## src/orc_params.svh

```systemverilog
`ifndef ORC_PARAMS_SVH
`define ORC_PARAMS_SVH

// ----------------------------------------------------------------------------
// Register map
// ----------------------------------------------------------------------------
// Page that holds the routing register
`define ORC_REG_PAGE 4'h2
// Offset of output_routing_control within its page
`define ORC_REG_ADDR 6'h20

// ----------------------------------------------------------------------------
// Reset and read-back
// ----------------------------------------------------------------------------
// Both mute bits set, everything else clear
`define ORC_REG_RESET 16'h0006
// Write-only protection bit is hidden on reads
`define ORC_READ_MASK 16'hFFFE
// Value returned for an address that is not this register
`define ORC_READ_NONE 16'h0000

// ----------------------------------------------------------------------------
// DAC source codes
// ----------------------------------------------------------------------------
`define ORC_DAC_NONE 2'h0
`define ORC_DAC_LEFT 2'h1
`define ORC_DAC_RIGHT 2'h2
`define ORC_DAC_AVG 2'h3

`endif

```

## src/orc_pkg.sv

```systemverilog
package orc_pkg;

  // --------------------------------------------------------------------------
  // Register layout, most significant field first
  // --------------------------------------------------------------------------
  typedef struct packed {
    logic differential_mode_select;
    logic [1:0] dac_route_first_out;
    logic sidetone_route_first_out;
    logic buzzer_route_first_out;
    logic keyclick_route_first_out;
    logic cellin_route_first_out;
    logic [1:0] dac_route_second_out;
    logic sidetone_route_second_out;
    logic buzzer_route_second_out;
    logic keyclick_route_second_out;
    logic cellin_route_second_out;
    logic first_out_mute;
    logic second_out_mute;
    logic headphone_short_protect_disable;
  } orc_ctrl_t;

  // --------------------------------------------------------------------------
  // Switch settings for one driver's summing node
  // --------------------------------------------------------------------------
  typedef struct packed {
    logic dac_left;
    logic dac_right;
    logic dac_avg;
    logic sidetone;
    logic buzzer;
    logic keyclick;
    logic cellin;
    logic mute;
  } orc_route_t;

endpackage : orc_pkg

```

## src/orc_output_routing.sv

```systemverilog
`timescale 1ns/1ps
`default_nettype none
`include "orc_params.svh"

// Operation
// Top bit picks single-ended or differential outputs
// Differential pair unpowered forces both drivers down
// Two bits pick DAC source, first output
// Sidetone to first output when set
// Buzzer stage to first output when set
// Keyclick to first output when set
// Cell-phone input to first output when set
// Two bits pick DAC source, second output; in differential mode the code forces it to no DAC source
// Sidetone to second output, single-ended only
// Buzzer stage to second output, single-ended only
// Keyclick to second output, single-ended only
// Cell-phone input to second output, single-ended only
// First output mute, resets to muted
// Second output mute, resets to muted
// Write-only headphone protection disable, resets enabled
// Reads return fields, protection bit reads zero
module orc_output_routing #(
  parameter int ADDR_W = 6, // Register offset width
  parameter int PAGE_W = 4  // Register page width
) (
  input wire logic ref_clk,
  input wire logic srst,
  // Register access port from the serial host decoder
  input wire logic wr_en,
  input wire logic rd_en,
  input wire logic [PAGE_W-1:0] page,
  input wire logic [ADDR_W-1:0] addr,
  input wire logic [15:0] wr_data,
  output logic [15:0] rd_data,
  output logic rd_valid,
  // Power state of the drivers, from the analog side
  input wire logic first_pwr_up,
  input wire logic aux_pwr_up,
  // Driver controls
  output orc_pkg::orc_route_t first_route,
  output orc_pkg::orc_route_t second_route,
  output logic diff_mode,
  output logic pair_power_down,
  output logic hp_short_protect_disable
);

  // --------------------------------------------------------------------------
  // Storage and helpers
  // --------------------------------------------------------------------------
  orc_pkg::orc_ctrl_t ctrl; // The control register itself
  logic hit; // Access targets this register
  logic first_pwr_s1; // First sync stage, read only by stage two
  logic first_pwr_s2; // Synchronised first driver power
  logic aux_pwr_s1; // First sync stage, read only by stage two
  logic aux_pwr_s2; // Synchronised aux driver power

  // Builds the switch settings of one driver from its fields
  function automatic orc_pkg::orc_route_t route_of(
    input logic [1:0] dac,
    input logic ast,
    input logic buz,
    input logic kcl,
    input logic cpi,
    input logic mute
  );
    orc_pkg::orc_route_t r;
    r = '0;
    r.dac_left = (dac == `ORC_DAC_LEFT);
    r.dac_right = (dac == `ORC_DAC_RIGHT);
    r.dac_avg = (dac == `ORC_DAC_AVG);
    r.sidetone = ast;
    r.buzzer = buz;
    r.keyclick = kcl;
    r.cellin = cpi;
    r.mute = mute;
    return r;
  endfunction : route_of

  // Page and offset both match
  assign hit = (page == `ORC_REG_PAGE) && (addr == `ORC_REG_ADDR);

  // --------------------------------------------------------------------------
  // Register write
  // --------------------------------------------------------------------------
  // Whole word is taken; the protection bit is kept though never read back
  always_ff @(posedge ref_clk) begin
    if (srst) begin
      ctrl <= orc_pkg::orc_ctrl_t'(`ORC_REG_RESET);
    end else if (wr_en && hit) begin
      ctrl <= orc_pkg::orc_ctrl_t'(wr_data);
    end
  end

  // --------------------------------------------------------------------------
  // Register read
  // --------------------------------------------------------------------------
  // One cycle latency; a miss answers zero so the host never stalls
  always_ff @(posedge ref_clk) begin
    if (srst) begin
      rd_data <= `ORC_READ_NONE;
      rd_valid <= 1'b0;
    end else begin
      rd_valid <= rd_en;
      if (rd_en && hit) begin
        rd_data <= 16'(ctrl) & `ORC_READ_MASK;
      end else if (rd_en) begin
        rd_data <= `ORC_READ_NONE;
      end
    end
  end

  // --------------------------------------------------------------------------
  // Power status synchronisers
  // --------------------------------------------------------------------------
  // Power-good levels come from analog, so they are resynchronised
  always_ff @(posedge ref_clk) begin
    if (srst) begin
      first_pwr_s1 <= 1'b0;
      first_pwr_s2 <= 1'b0;
      aux_pwr_s1 <= 1'b0;
      aux_pwr_s2 <= 1'b0;
    end else begin
      first_pwr_s1 <= first_pwr_up;
      first_pwr_s2 <= first_pwr_s1;
      aux_pwr_s1 <= aux_pwr_up;
      aux_pwr_s2 <= aux_pwr_s1;
    end
  end

  // --------------------------------------------------------------------------
  // Mode and pair protection
  // --------------------------------------------------------------------------
  // A half-powered differential pair would drive a lopsided load,
  // so both halves are shut down until both report powered
  always_ff @(posedge ref_clk) begin
    if (srst) begin
      diff_mode <= 1'b0;
      pair_power_down <= 1'b0;
    end else begin
      diff_mode <= ctrl.differential_mode_select;
      pair_power_down <= ctrl.differential_mode_select
        && !(first_pwr_s2 && aux_pwr_s2);
    end
  end

  // --------------------------------------------------------------------------
  // First driver routing
  // --------------------------------------------------------------------------
  // Serves the first driver alone or the differential pair alike
  always_ff @(posedge ref_clk) begin
    if (srst) begin
      first_route <= route_of(`ORC_DAC_NONE, 1'b0, 1'b0, 1'b0, 1'b0, 1'b1);
    end else begin
      first_route <= route_of(
        ctrl.dac_route_first_out,
        ctrl.sidetone_route_first_out,
        ctrl.buzzer_route_first_out,
        ctrl.keyclick_route_first_out,
        ctrl.cellin_route_first_out,
        ctrl.first_out_mute);
    end
  end

  // --------------------------------------------------------------------------
  // Second driver routing
  // --------------------------------------------------------------------------
  // In differential mode the second driver is unused: all sources off and
  // muted, while the stored fields survive for a return to single-ended
  always_ff @(posedge ref_clk) begin
    if (srst) begin
      second_route <= route_of(`ORC_DAC_NONE, 1'b0, 1'b0, 1'b0, 1'b0, 1'b1);
    end else if (ctrl.differential_mode_select) begin
      second_route <= route_of(`ORC_DAC_NONE, 1'b0, 1'b0, 1'b0, 1'b0, 1'b1);
    end else begin
      second_route <= route_of(
        ctrl.dac_route_second_out,
        ctrl.sidetone_route_second_out,
        ctrl.buzzer_route_second_out,
        ctrl.keyclick_route_second_out,
        ctrl.cellin_route_second_out,
        ctrl.second_out_mute);
    end
  end

  // --------------------------------------------------------------------------
  // Headphone protection control
  // --------------------------------------------------------------------------
  // Zero keeps short-circuit protection on
  always_ff @(posedge ref_clk) begin
    if (srst) begin
      hp_short_protect_disable <= 1'b0;
    end else begin
      hp_short_protect_disable <= ctrl.headphone_short_protect_disable;
    end
  end

  // --------------------------------------------------------------------------
  // Checks
  // --------------------------------------------------------------------------
  // A write shows on the mode output two edges later
  mode_follow_a: assert property (@(posedge ref_clk) disable iff (srst)
    wr_en && hit ##1 !srst |=> diff_mode == $past(wr_data[15], 2))
    else $error("diff_mode does not follow written mode bit");

  // Pair shuts down while mode set and a half is unpowered
  pair_down_a: assert property (@(posedge ref_clk) disable iff (srst)
    ctrl.differential_mode_select && !(first_pwr_s2 && aux_pwr_s2)
    |=> pair_power_down)
    else $error("pair not powered down");

  // Never shut down in single-ended mode
  pair_single_a: assert property (@(posedge ref_clk) disable iff (srst)
    !ctrl.differential_mode_select |=> !pair_power_down)
    else $error("pair powered down in single-ended mode");

  // Average code enables only the average path
  first_avg_a: assert property (@(posedge ref_clk) disable iff (srst)
    ctrl.dac_route_first_out == `ORC_DAC_AVG
    |=> first_route.dac_avg && !first_route.dac_left && !first_route.dac_right)
    else $error("first output average source wrong");

  // Left code enables only the left path
  first_left_a: assert property (@(posedge ref_clk) disable iff (srst)
    ctrl.dac_route_first_out == `ORC_DAC_LEFT
    |=> first_route.dac_left && !first_route.dac_right && !first_route.dac_avg)
    else $error("first output left source wrong");

  // None code leaves every DAC path of the first output open
  first_none_a: assert property (@(posedge ref_clk) disable iff (srst)
    ctrl.dac_route_first_out == `ORC_DAC_NONE
    |=> !first_route.dac_left && !first_route.dac_right && !first_route.dac_avg)
    else $error("first output DAC not disconnected");

  // Right code enables only the right path
  first_right_a: assert property (@(posedge ref_clk) disable iff (srst)
    ctrl.dac_route_first_out == `ORC_DAC_RIGHT
    |=> first_route.dac_right && !first_route.dac_left && !first_route.dac_avg)
    else $error("first output right source wrong");

  // Analog sources follow their bits on the first output
  first_analog_a: assert property (@(posedge ref_clk) disable iff (srst)
    1'b1 |=> first_route.sidetone == $past(ctrl.sidetone_route_first_out)
      && first_route.buzzer == $past(ctrl.buzzer_route_first_out)
      && first_route.keyclick == $past(ctrl.keyclick_route_first_out)
      && first_route.cellin == $past(ctrl.cellin_route_first_out))
    else $error("first output analog routing mismatch");

  // Right code in single-ended mode reaches the second output
  second_right_a: assert property (@(posedge ref_clk) disable iff (srst)
    !ctrl.differential_mode_select
    && ctrl.dac_route_second_out == `ORC_DAC_RIGHT
    |=> second_route.dac_right && !second_route.dac_left)
    else $error("second output right source wrong");

  // Left code in single-ended mode lights only the left path
  second_left_a: assert property (@(posedge ref_clk) disable iff (srst)
    !ctrl.differential_mode_select
    && ctrl.dac_route_second_out == `ORC_DAC_LEFT
    |=> second_route.dac_left && !second_route.dac_right && !second_route.dac_avg)
    else $error("second output left source wrong");

  // Average code in single-ended mode lights only the average path
  second_avg_a: assert property (@(posedge ref_clk) disable iff (srst)
    !ctrl.differential_mode_select
    && ctrl.dac_route_second_out == `ORC_DAC_AVG
    |=> second_route.dac_avg && !second_route.dac_left && !second_route.dac_right)
    else $error("second output average source wrong");

  // Second output analog sources track bits in single-ended mode
  second_analog_a: assert property (@(posedge ref_clk) disable iff (srst)
    !ctrl.differential_mode_select
    |=> second_route.sidetone == $past(ctrl.sidetone_route_second_out)
      && second_route.buzzer == $past(ctrl.buzzer_route_second_out)
      && second_route.keyclick == $past(ctrl.keyclick_route_second_out)
      && second_route.cellin == $past(ctrl.cellin_route_second_out))
    else $error("second output analog routing mismatch");

  // Differential mode silences the second output entirely
  second_off_a: assert property (@(posedge ref_clk) disable iff (srst)
    ctrl.differential_mode_select
    |=> second_route == route_of(`ORC_DAC_NONE, 1'b0, 1'b0, 1'b0, 1'b0, 1'b1))
    else $error("second output active in differential mode");

  // Both outputs leave reset muted
  mute_reset_a: assert property (@(posedge ref_clk)
    $fell(srst) |-> first_route.mute && second_route.mute
      && !hp_short_protect_disable)
    else $error("outputs not muted after reset");

  // Second mute honoured in single-ended mode
  second_mute_a: assert property (@(posedge ref_clk) disable iff (srst)
    !ctrl.differential_mode_select |=> second_route.mute == $past(ctrl.second_out_mute))
    else $error("second mute mismatch");

  // Written protection bit reaches the pin two edges later
  protect_write_a: assert property (@(posedge ref_clk) disable iff (srst)
    wr_en && hit ##1 !srst |=> hp_short_protect_disable == $past(wr_data[0], 2))
    else $error("protection disable does not follow write");

  // A read answers next cycle with bit zero clear
  read_back_a: assert property (@(posedge ref_clk) disable iff (srst)
    rd_en && hit |=> rd_valid && !rd_data[0]
      && rd_data[15:1] == $past(16'(ctrl) >> 1))
    else $error("read-back value wrong");

  // First mute follows its bit in either mode
  first_mute_a: assert property (@(posedge ref_clk) disable iff (srst)
    1'b1 |=> first_route.mute == $past(ctrl.first_out_mute))
    else $error("first mute mismatch");

  // A read of any other place still answers, with zero
  read_miss_a: assert property (@(posedge ref_clk) disable iff (srst)
    rd_en && !hit |=> rd_valid && rd_data == `ORC_READ_NONE)
    else $error("unmapped read not zero");

endmodule : orc_output_routing

`default_nettype wire

```

## config.mk

```make
export PLATFORM = sky130hd
export DESIGN_NAME = orc_output_routing
export DESIGN_NICKNAME = d
export VERILOG_FILES = /design/src/orc_pkg.sv /design/src/orc_output_routing.sv
export VERILOG_INCLUDE_DIRS = /design/src /design/src/src
export SDC_FILE = /design/constraint.sdc
export NUM_CORES = 1
export LEC_CHECK = 0
export BUFFER_PORTS_ARGS = -buffer_cell sky130_fd_sc_hd__buf_4
export CAP_MARGIN = 20
export CORE_MARGIN = 4
export CORE_UTILIZATION = 29
export CTS_CLUSTER_SIZE = 24
export DETAILED_ROUTE_END_ITERATION = 16
export SETUP_SLACK_MARGIN = 0.4
export SLEW_MARGIN = 20
export SYNTH_ARGS = -nofsm -noshare
export SYNTH_HDL_FRONTEND = slang
export SYNTH_SLANG_ARGS = --single-unit
```

## constraint.sdc

```tcl
create_clock -name ref_clk -period 1.4 [get_ports ref_clk]
set_input_delay 0.14 -clock ref_clk [delete_from_list [all_inputs] [get_ports ref_clk]]
set_output_delay 0.14 -clock ref_clk [all_outputs]
set_load 0.03 [all_outputs]
```

==> results_dict.tcl <==
set metrics [dict create \
    status "complete, no violations" \
    crit_path_max_incr_delay_ps 300 \
    grt_pass1_wl_um 7450 \
    drc 0 \
    hp-class "primary input to register" \
    r2r-end "rd_data[15]" \
    skew_ps 12.2 \
    vias 1532 \
    die_w_um 92.4 \
    hpwlAfterDp_um 3270 \
    cap_violations 0 \
    hold_buffers 0 \
    synth_warnings 0 \
    clkSlewWorstSetupHoldPaths_ps 100 \
    gr-total-overflow 0 \
    setup_viol 0 \
    grt_max_degree 42 \
    critPathRequiredTime_ps 1590 \
    crit_arrival_ps 1260 \
    crit_path_end "ctrl[0]" \
    hold_viol 0 \
    fin_crit_ps 1070 \
    clk_latency_ps 300 \
    crit_type "primary input to register" \
    grt_antenna_before_repair 0 \
    n_fill_cell 706 \
    critPathLaunch "addr[4]" \
    timing.rr.start "ctrl[15]" \
    fin_setup_tns_ps 0 \
    die_h_um 92.4 \
    grtUsageTotal_pct 10.8 \
    ys_seq_area_share_pct 53.3 \
    routedWlPerCell_um 12.0 \
    finalPower_mw 2.95 \
    fmax_ghz 0.933 \
    dp_cells 360 \
    cp_max_fo 9 \
    diodes 0 \
    num_io_pins 68 \
    ant_nets 0 \
    wl_um 4420 \
    crit_slowest_cell "mux2_4" \
    syn_area_um2 2070 \
    start_util_pct 30.1 \
    ys_ff_latch 55 \
    critPathLaunchType "primary input" \
    fin_nets 304 \
    syn-num-nets 238 \
    dieArea_um2 8540 \
    period_share_pct 76.5 \
    ff2ff_setup_slack_ps 500 \
    drv_slew 0 \
    core-area_um2 6870 \
    area_growth_pct 38.1 \
    avgSynthCellArea_um2 10.0 \
    powerDensity_nw_per_um2 1030 \
    first_global_vias 1541 \
    ir_worst_vdd_mv 0.470 \
    gp_congestion 0.710 \
    leakage_nw 1.17 \
    io_buffer_count 66 \
    viasPerCell 4.15 \
    dr.pass1.iters 4 \
    synth_cell_type_count 23 \
    cts_buffer_depth 2 \
    cts_tree "yes" \
    path_cells "buf_4 -> nor4bb_4 -> and4_4 -> buf_12 -> mux2_4" \
    drive_gt1_share_pct 33.7 \
    cts.sinks 55 \
    synthesis.instances 206 \
    clock-root-buffer "clkbuf_8" \
    stdcell_count 369 \
    htree_levels 2 \
    cts_buffers 5 \
    grt_setup_unrepaired "yes" \
    dr.first_iter.drc_count 52 \
    worstSetupEndpointType "register" \
    ff2ff_path_depth 3 \
    rows 30 \
]
[cells in the final DEF (no fill, tap or decap)]
cell type / count
inv_1: 3
nand2_1: 1
conb_1: 1
mux2_4: 5
clkbuf_8: 5
nor2_2: 1
nor4b_1: 1
and4_4: 1
clkbuf_1: 1
dfxtp_1: 54
dfxtp_2: 1
nor4bb_4: 1
nor4_4: 1
nand2b_1: 33
buf_4: 72
nor2_1: 9
buf_12: 1
buf_6: 2
bufinv_16: 2
nor2b_1: 15
and2_1: 19
and3_1: 1
or3_1: 1
mux2i_1: 11
nand4_1: 15
a21oi_1: 16
[layer usage]
layer / part of all wire [%] / track usage, % / up-vias
li1: - / - / 806
met1: 48 / 14.2 / 684
met2: 45 / 16.8 / 38
met3: 5.9 / 3.41 / 4
met4: 0.77 / 3.34 / 0
met5: 0 / 0 / -
[where the power goes]
part / switching, mW / total [mW] / internal, mW
logic: 0.0792 / 0.174 / 0.0951
registers: 0.00147 / 1.57 / 1.57
clock network: 0.489 / 1.20 / 0.715
total: 0.570 / 2.95 / 2.38
[worst min-delay path by stage]
| stage | start | to | slack, ps | cells past startpoint |
|---|---|---|---|---|
| after global placement | first_pwr_up | first_pwr_s1 | 350 | 2 |
| after floorplan | aux_pwr_up | aux_pwr_s1 | 270 | 1 |
| after global routing | first_pwr_up | first_pwr_s1 | 30 | 2 |
| after CTS | first_pwr_up | first_pwr_s1 | 30 | 2 |
| after detailed placement | first_pwr_up | first_pwr_s1 | 360 | 2 |
| final | first_pwr_up | first_pwr_s1 | 40 | 2 |
[layout make-up]
cell class	instances	area, um^2	share of cell area [%]
clock inverter	2	60.1	2.10
inverter	3	11.3	0.395
tap	96	120	4.21
clock buffer	6	72.6	2.54
sequential	55	1100	38.6
multi-input combinational	132	905	31.7
timing repair buffer	75	583	20.4
[state kept, by name, indices dropped and copies added, names as in the netlist, 8 cells and up]
name          count
first_route       8
ctrl             16
second_route      8
rd_data          15
[stage by stage]
stage          utilization, %  worst slack (ps)  hold WS, ps  instance area [um^2]
2_1_floorplan               -              87.4          268                  2090
3_3_place_gp             39.2             -15.3          351                  2690
3_5_place_dp             39.2             -24.1          358                  2690
4_1_cts                  41.3               337         32.6                  2840
5_1_grt                  41.5               311         29.8                  2850
6_report                 41.5               329         37.7                  2850
[Yosys cell counts, drive strengths merged]
library cell	instances	area share, %
nor4bb	1	0.48
or3	1	0.30
mux2	5	2.7
nor4	1	1.0
nor2	10	1.8
nand4	15	4.5
clkbuf	10	1.9
buf	6	2.4
and3	1	0.30
nor4b	1	0.42
inv	3	0.54
and2	19	5.8
conb	1	0.18
nand2b	33	10
nand2	1	0.18
dfxtp	55	53
and4	1	0.42
mux2i	11	5.3
a21oi	16	3.9
nor2b	15	4.5
[cell families after synthesis]
kind of cell	after synthesis	share of synthesized area, %
AO/OA/AOI/OAI	16	3.87
buffers and inverters	19	4.84
flip-flops	55	53.3
multiplexers	16	8.05
other	1	0.181
AND/OR/NAND/NOR	99	29.8
[what timing repair did]
item / in CTS / in global routing
resized for setup: 2 / 4
pin swaps: 1 / 2
buffers inserted: 0 / 1
endpoints found under the setup margin: 15 / 23
[critical path: cells and delay by family]
kind	cells	cell delay (ps)
simple gates	2	560
mux	1	300
buf+inv	2	260
Power figures use the tool's default switching activity.
